===== src/bsf_pkg.sv =====
package bsf_pkg;

  // register map, byte addresses on the APB side
  localparam logic [7:0] OFF_CMD = 8'h00;
  localparam logic [7:0] OFF_WREG = 8'h04;
  localparam logic [7:0] OFF_IO = 8'h08;
  localparam logic [7:0] OFF_STATUS_REGISTER = 8'h0C;
  localparam logic [7:0] OFF_STAT = 8'h10;

  // command word layout
  localparam int CMD_OP_LSB = 0;
  localparam int CMD_OP_W = 4;
  localparam int CMD_SEL_LSB = 8;
  localparam int CMD_SEL_W = 3;

  // status register flag positions
  localparam int FLAG_C = 0;
  localparam int FLAG_Z = 1;
  localparam int FLAG_N = 2;
  localparam int FLAG_V = 3;
  localparam int FLAG_S = 4;
  localparam int FLAG_H = 5;
  localparam int FLAG_T = 6;
  localparam int FLAG_I = 7;

  // reset values
  localparam logic [7:0] WREG_RST = 8'h00;
  localparam logic [7:0] IO_RST = 8'h00;
  localparam logic [7:0] STATUS_RST = 8'h00;

  // cycles from command acceptance to the I/O bit landing
  localparam int IO_BIT_CYCLES = 2;

  typedef enum logic [3:0] {
    nop_op = 4'h0,
    io_bit_set_op = 4'h1,
    io_bit_clear_op = 4'h2,
    shift_left_logical_op = 4'h3,
    shift_right_logical_op = 4'h4,
    rotate_left_carry_op = 4'h5,
    rotate_right_carry_op = 4'h6,
    shift_right_arith_op = 4'h7,
    nibble_swap_op = 4'h8,
    flag_set_op = 4'h9,
    flag_clear_op = 4'hA,
    bit_to_transfer_flag_op = 4'hB,
    transfer_flag_to_bit_op = 4'hC,
    carry_set_op = 4'hD,
    carry_clear_op = 4'hE,
    negative_set_op = 4'hF
  } bsf_op_t;

  typedef enum logic [1:0] {
    st_idle = 2'b01,
    st_iobit = 2'b10
  } bsf_state_t;

endpackage : bsf_pkg


===== src/bsf_alu_if.sv =====
interface bsf_alu_if;
  bsf_pkg::bsf_op_t op;
  logic [7:0] operand;
  logic carry_in;
  logic [7:0] result;
  logic carry_out;

  modport core (output op, output operand, output carry_in, input result, input carry_out);
  modport alu (input op, input operand, input carry_in, output result, output carry_out);
endinterface : bsf_alu_if


===== src/bsf_core.sv =====
// Chosen here: the APB interface to the registers and the placing of the registers.
module bsf_core #(
  parameter int unsigned ADDR_W = 8
) (
  input wire logic i_sys_clk,
  input wire logic i_resetn,
  input wire logic i_psel,
  input wire logic i_penable,
  input wire logic i_pwrite,
  input wire logic [ADDR_W-1:0] i_paddr,
  input wire logic [31:0] i_pwdata,
  output logic [31:0] o_prdata,
  output logic o_pready,
  output logic o_pslverr,
  output logic o_busy,
  output logic [7:0] o_io_data
);

  typedef struct packed {
    bsf_pkg::bsf_state_t st_r;
    logic [7:0] wreg_r;
    logic [7:0] io_r;
    logic [7:0] status_r;
    logic [7:0] prdata_r;
    logic rdy_r;
    logic set_r;
    logic [2:0] sel_r;
  } bsf_regs_t;

  bsf_regs_t r;
  bsf_regs_t nx;
  bsf_alu_if alu ();

  logic acc_go;
  logic wr_go;
  logic cmd_go;
  logic hit_cmd;
  logic hit_wreg;
  logic hit_io;
  logic hit_status;
  logic hit_stat;
  logic unmapped;
  logic [7:0] rd_mux;
  bsf_pkg::bsf_op_t cmd_op;
  logic [2:0] cmd_sel;
  logic [7:0] sel_mask;

  bsf_shift_unit u_shift (
    .a(alu.alu)
  );

  assign cmd_op = bsf_pkg::bsf_op_t'(i_pwdata[bsf_pkg::CMD_OP_LSB +: bsf_pkg::CMD_OP_W]);
  assign cmd_sel = i_pwdata[bsf_pkg::CMD_SEL_LSB +: bsf_pkg::CMD_SEL_W];
  assign sel_mask = 8'h01 << cmd_sel;

  assign alu.op = cmd_op;
  assign alu.operand = r.wreg_r;
  assign alu.carry_in = r.status_r[bsf_pkg::FLAG_C];

  assign hit_cmd = (i_paddr == ADDR_W'(bsf_pkg::OFF_CMD));
  assign hit_wreg = (i_paddr == ADDR_W'(bsf_pkg::OFF_WREG));
  assign hit_io = (i_paddr == ADDR_W'(bsf_pkg::OFF_IO));
  assign hit_status = (i_paddr == ADDR_W'(bsf_pkg::OFF_STATUS_REGISTER));
  assign hit_stat = (i_paddr == ADDR_W'(bsf_pkg::OFF_STAT));
  assign unmapped = !(hit_cmd || hit_wreg || hit_io || hit_status || hit_stat);

  // ready only after a setup cycle seen while idle, so read data is current
  assign o_pready = i_penable && r.rdy_r;
  assign acc_go = i_psel && i_penable && o_pready;
  assign wr_go = acc_go && i_pwrite;
  assign cmd_go = wr_go && hit_cmd;
  assign o_pslverr = acc_go && unmapped;
  assign o_prdata = {24'h000000, r.prdata_r};
  assign o_busy = (r.st_r == bsf_pkg::st_iobit);
  assign o_io_data = r.io_r;

  always_comb begin
    if (hit_wreg) begin
      rd_mux = r.wreg_r;
    end else if (hit_io) begin
      rd_mux = r.io_r;
    end else if (hit_status) begin
      rd_mux = r.status_r;
    end else if (hit_stat) begin
      rd_mux = {7'h00, o_busy};
    end else begin
      rd_mux = 8'h00;
    end
  end

  always_comb begin
    nx = r;
    nx.prdata_r = rd_mux;
    nx.rdy_r = i_psel && !acc_go && (r.st_r == bsf_pkg::st_idle);
    case (r.st_r)
      bsf_pkg::st_idle: begin
        if (cmd_go) begin
          case (cmd_op)
            bsf_pkg::io_bit_set_op, bsf_pkg::io_bit_clear_op: begin
              // second cycle does the read-modify-write
              nx.st_r = bsf_pkg::st_iobit;
              nx.set_r = (cmd_op == bsf_pkg::io_bit_set_op);
              nx.sel_r = cmd_sel;
            end
            bsf_pkg::shift_left_logical_op, bsf_pkg::shift_right_logical_op,
            bsf_pkg::rotate_left_carry_op, bsf_pkg::rotate_right_carry_op,
            bsf_pkg::shift_right_arith_op: begin
              nx.wreg_r = alu.result;
              nx.status_r[bsf_pkg::FLAG_C] = alu.carry_out;
              nx.status_r[bsf_pkg::FLAG_Z] = (alu.result == 8'h00);
              nx.status_r[bsf_pkg::FLAG_N] = alu.result[7];
              nx.status_r[bsf_pkg::FLAG_V] = alu.result[7] ^ alu.carry_out;
            end
            bsf_pkg::nibble_swap_op: begin
              nx.wreg_r = alu.result;
            end
            bsf_pkg::flag_set_op: begin
              nx.status_r[cmd_sel] = 1'b1;
            end
            bsf_pkg::flag_clear_op: begin
              nx.status_r[cmd_sel] = 1'b0;
            end
            bsf_pkg::bit_to_transfer_flag_op: begin
              nx.status_r[bsf_pkg::FLAG_T] = r.wreg_r[cmd_sel];
            end
            bsf_pkg::transfer_flag_to_bit_op: begin
              nx.wreg_r[cmd_sel] = r.status_r[bsf_pkg::FLAG_T];
            end
            bsf_pkg::carry_set_op: begin
              nx.status_r[bsf_pkg::FLAG_C] = 1'b1;
            end
            bsf_pkg::carry_clear_op: begin
              nx.status_r[bsf_pkg::FLAG_C] = 1'b0;
            end
            bsf_pkg::negative_set_op: begin
              nx.status_r[bsf_pkg::FLAG_N] = 1'b1;
            end
            default: begin
              nx.st_r = bsf_pkg::st_idle;
            end
          endcase
        end else if (wr_go && hit_wreg) begin
          nx.wreg_r = i_pwdata[7:0];
        end else if (wr_go && hit_io) begin
          nx.io_r = i_pwdata[7:0];
        end else if (wr_go && hit_status) begin
          nx.status_r = i_pwdata[7:0];
        end
      end
      bsf_pkg::st_iobit: begin
        nx.io_r[r.sel_r] = r.set_r;
        nx.st_r = bsf_pkg::st_idle;
      end
      default: begin
        nx.st_r = bsf_pkg::st_idle;
      end
    endcase
  end

  always_ff @(posedge i_sys_clk or negedge i_resetn) begin
    if (!i_resetn) begin
      r.st_r <= bsf_pkg::st_idle;
      r.wreg_r <= bsf_pkg::WREG_RST;
      r.io_r <= bsf_pkg::IO_RST;
      r.status_r <= bsf_pkg::STATUS_RST;
      r.prdata_r <= 8'h00;
      r.rdy_r <= 1'b0;
      r.set_r <= 1'b0;
      r.sel_r <= 3'h0;
    end else begin
      r <= nx;
    end
  end

  logic is_set;
  logic is_clr;
  logic is_shl;
  logic is_shr;
  logic is_rot_l;
  logic is_rot_r;
  logic is_sra;
  logic is_swap;
  logic is_fset;
  logic is_fclr;
  logic is_tstore;
  logic is_tload;
  logic is_cset;
  logic is_cclr;
  logic is_nset;

  assign is_set = cmd_go && (cmd_op == bsf_pkg::io_bit_set_op);
  assign is_clr = cmd_go && (cmd_op == bsf_pkg::io_bit_clear_op);
  assign is_shl = cmd_go && (cmd_op == bsf_pkg::shift_left_logical_op);
  assign is_shr = cmd_go && (cmd_op == bsf_pkg::shift_right_logical_op);
  assign is_rot_l = cmd_go && (cmd_op == bsf_pkg::rotate_left_carry_op);
  assign is_rot_r = cmd_go && (cmd_op == bsf_pkg::rotate_right_carry_op);
  assign is_sra = cmd_go && (cmd_op == bsf_pkg::shift_right_arith_op);
  assign is_swap = cmd_go && (cmd_op == bsf_pkg::nibble_swap_op);
  assign is_fset = cmd_go && (cmd_op == bsf_pkg::flag_set_op);
  assign is_fclr = cmd_go && (cmd_op == bsf_pkg::flag_clear_op);
  assign is_tstore = cmd_go && (cmd_op == bsf_pkg::bit_to_transfer_flag_op);
  assign is_tload = cmd_go && (cmd_op == bsf_pkg::transfer_flag_to_bit_op);
  assign is_cset = cmd_go && (cmd_op == bsf_pkg::carry_set_op);
  assign is_cclr = cmd_go && (cmd_op == bsf_pkg::carry_clear_op);
  assign is_nset = cmd_go && (cmd_op == bsf_pkg::negative_set_op);
endmodule : bsf_core


===== src/bsf_shift_unit.sv =====
module bsf_shift_unit (
  bsf_alu_if.alu a
);

  always_comb begin
    a.result = a.operand;
    a.carry_out = a.carry_in;
    case (a.op)
      bsf_pkg::shift_left_logical_op: begin
        {a.carry_out, a.result} = {a.operand, 1'b0};
      end
      bsf_pkg::shift_right_logical_op: begin
        {a.result, a.carry_out} = {1'b0, a.operand};
      end
      bsf_pkg::rotate_left_carry_op: begin
        {a.carry_out, a.result} = {a.operand, a.carry_in};
      end
      bsf_pkg::rotate_right_carry_op: begin
        {a.result, a.carry_out} = {a.carry_in, a.operand};
      end
      bsf_pkg::shift_right_arith_op: begin
        // sign bit kept, rest moves down
        {a.result, a.carry_out} = {a.operand[7], a.operand};
      end
      bsf_pkg::nibble_swap_op: begin
        a.result = {a.operand[3:0], a.operand[7:4]};
      end
      default: begin
        a.result = a.operand;
      end
    endcase
  end

endmodule : bsf_shift_unit


===== config.mk =====
export PLATFORM = sky130hd
export DESIGN_NAME = bsf_core
export DESIGN_NICKNAME = d
export VERILOG_FILES = /design/src/bsf_pkg.sv /design/src/bsf_alu_if.sv /design/src/bsf_core.sv /design/src/bsf_shift_unit.sv
export SDC_FILE = /design/constraint.sdc
export NUM_CORES = 1
export LEC_CHECK = 0
export BUFFER_PORTS_ARGS = -buffer_cell sky130_fd_sc_hd__buf_2
export CAP_MARGIN = 30
export CORE_ASPECT_RATIO = 1.25
export CORE_MARGIN = 2
export CORE_UTILIZATION = 49
export DETAILED_ROUTE_END_ITERATION = 16
export MAX_ROUTING_LAYER = met4
export PLACE_DENSITY = 0.8
export SYNTH_ARGS = -nofsm -noshare
export SYNTH_HDL_FRONTEND = slang
export SYNTH_SLANG_ARGS = --single-unit

===== constraint.sdc =====
create_clock -name i_sys_clk -period 1.94 [get_ports i_sys_clk]
set_input_delay 0.097 -clock i_sys_clk [delete_from_list [all_inputs] [get_ports i_sys_clk]]
set_output_delay 0.097 -clock i_sys_clk [all_outputs]
set_load 0.02 [all_outputs]

==> key figures <==
Placement
  • Routability cong.: 0.993
  • Placed cell areas: 3870 um2
  • Post-DP HPWL: 7870 um
  • DP Cell Count: 577
  • Buffers added on ports: 42

Cells and area
  • Layout cells sized above 1: 30.6%
  • Final #Nets: 544
  • Fin util: 60.3%
  • Ant diodes: 0
  • Layout area overhead: 20.9%
  • Final cell count without fillers: 590
  • Area occupied by multi-input gates: 2150 um2
  • FF+latch area: 977 um2
  • FILL cells: 611
  • Final Cell Area: 4130 um2

Timing
  • Fmax: 517 MHz
  • Worst-margin pin slew: 0.895 ns
  • Final count of hold timing violations: 0
  • Hold Slack: 0.0817 ns
  • Final period demand of the worst path: 1.93 ns
  • Setup_tns: 0 ns
  • RSZ-0062 raised after global routing: yes
  • Max-slew violations: 0
  • Layout Skew: 0.00706 ns
  • Slew Limit Headroom: 40.3%
  • # setup viols final: 0
  • Final period util: 99.6%

Power
  • Worst vdd ir: 0.000617 V
  • Power per Cell Area: 481 nW/um2
  • Leakage: 0.00183 uW

Clock network
  • Longest Clk Path Bufs: 2
  • # clock sinks: 39
  • Clk pin slew, worst setup/hold paths: 0.08 ns
  • CTS tree: built
  • CTS buffer count: 5
  • Clk_lat worst skew: 0.30 ns
  • CTS root buffer: clkbuf_8
  • # H-tree levels: 2

Routing
  • Avg WL per Cell: 18.0 um
  • DRT Pass-1 Iters: 6
  • WL final: 10600 um
  • Wire length on met3: 731 um
  • Residual DRC: 0
  • DR top layer: met4
  • Wl on met1: 4130 um
  • Vias post-DR: 3618
  • DR iter-0 viols: 256
  • Final ANT Viol Nets: 0
  • Metal2 WL: 5420 um
  • Post-DR vias/cell: 6.13

Floorplanning
  • # IOs: 88
  • Starting density of the core: 49.9%
  • Die Footprint: 7660 um2
  • Die height: 97.3 um
  • Std cell rows: 34
  • DIE WIDTH: 78.7 um
  • Total core area: 6850 um2

Flow run
  • Max_cap viols: 0

Global route
  • Antenna violations before repair: 0
  • Total Routing Usage GR: 28.7%
  • Largest net degree at the start of global routing: 40
  • Overflow after GRT: 0
  • First-pass GRT wire length: 17200 um
  • Vias in the first global route: 3456

Synth
  • Synthesized area per cell: 7.83 um2
  • Post-synth ARST share: 100%
  • Synth Cell Area: 3410 um2
  • Number of synthesized register bits: 39
  • Yosys top cell by area: dfrtp_1
  • Post-synth top area share: 27.8%
  • Post-synth EDFFs: 0
  • Post-synth top cells: 40 x buf_4, 40 x o21ai_0, 38 x dfrtp_1, 38 x nand2_1
  • Synth cell types: 61
  • Number of synthesis warnings: 0
  • Cell count after synthesis: 436
  • Sequential element share of the synthesized area: 28.6%
  • Synth top area cells: dfrtp_1 28%, buf_4 8.8%, o21ai_0 5.9%, a21oi_1 4.8%, nand2_1 4.2%
  • Ys flop type: dfrtp_1

Critical path
  • R2r endpoint: r[14]
  • Crit path kind: input port to flip-flop
  • CP endpoint kind: flip-flop
  • Reg2Reg Depth: 7
  • Worst reg2reg startpoint: alu.operand[6]
  • R2R setup slack: 0.03 ns
  • WP data required: 2.12 ns
  • CP Max Fanout: 8
  • CP startpoint kind: input port
  • WP data arrival: 2.11 ns

Worst hold path
  • Worst hold stages: 2
  • Hold EP: r[4]
  • Worst min path class: input port to flip-flop
  • Critical hold path startpoint: i_psel

Outcome
  • Outcome: completed
## per-layer routing
metal  vias up  track usage [%]
met5         -                -
met3        31             4.18
li1       1671                -
met4         0             13.2
met2       205             47.5
met1      1711             34.2
## cell usage in the layout, fill, tap and decap left out, drive strengths merged, types with 9 or more instances in the layout
cell type | Yosys | routed
a22oi | 11 | 11
nor2b | 9 | 9
nand2 | 38 | 38
o22ai | 11 | 11
a21oi | 33 | 33
nand2b | 9 | 9
nor2 | 33 | 33
o21ai | 43 | 43
dfrtp | 38 | 38
conb | 1 | 24
buf | 47 | 106
## power by group
part | leakage, uW | internal [uW] | switching (uW)
sequential | 0.000539 | 821 | 10.9
combinational | 0.00124 | 175 | 279
clock | 0.0000581 | 383 | 315
## worst max-delay path by stage
stage / cells past startpoint / startpoint / slack, ns / to
after detailed placement: 7 / i_paddr[1] / -0.40 / alu.operand[2]
after global placement: 7 / i_paddr[1] / -0.35 / alu.operand[2]
after CTS: 7 / i_paddr[1] / 0.002 / alu.operand[2]
after global routing: 8 / alu.operand[6] / -0.06 / r[16]
final: 7 / i_paddr[1] / 0.007 / alu.operand[7]
after floorplan: 7 / i_paddr[1] / -0.26 / alu.carry_in
## flip-flops by register name (all words and copies together) (netlist names), named ones only
| name | cells |
|---|---|
| o_prdata | 8 |
| o_io_data | 8 |
| alu.carry_in | 1 |
| alu.operand | 8 |
| r | 11 |
## logic make-up after synthesis
| group | share of synthesized area, % |
|---|---|
| compound gates | 29.5 |
| xor+xnor | 1.03 |
| buf+inv | 13.9 |
| flops | 28.6 |
| mux | 4.18 |
| other cells | 0.110 |
| simple gates | 22.7 |
## worst max-delay path, stage by stage
cell and delay [ns]:
buf_6 0.09, or4_4 0.52, or3_4 0.38, or4_4 0.51
buf_6 0.18, a311oi_2 0.24, o31ai_1 0.10
## layout make-up
cell class | count | share of cell area [%]
clock inverter | 3 | 1.06
multi-input combinational | 339 | 52.2
tap | 90 | 2.73
inverter | 6 | 0.545
sequential | 39 | 23.7
clock buffer | 5 | 1.67
timing repair buffer | 108 | 18.2
## timing repair
| action | 4_1_cts | 5_1_grt |
|---|---|---|
| endpoints found under the hold margin | 39 | 0 |
| endpoints found under the setup margin | 8 | 18 |
| gates resized for setup | 4 | 25 |
| hold buffers | 2 | 0 |
| pin swaps | 3 | 6 |
| buffers inserted | 1 | 2 |
| gates cloned | 0 | 0 |
## stage by stage
step	power (uW)	setup slack [ns]
3_5_place_dp	1260	-0.399
4_1_cts	1960	0.00239
2_1_floorplan	1130	-0.264
5_1_grt	2050	-0.0566
6_report	1980	0.00742
3_3_place_gp	1260	-0.351
(Power assumes the default switching activity.)
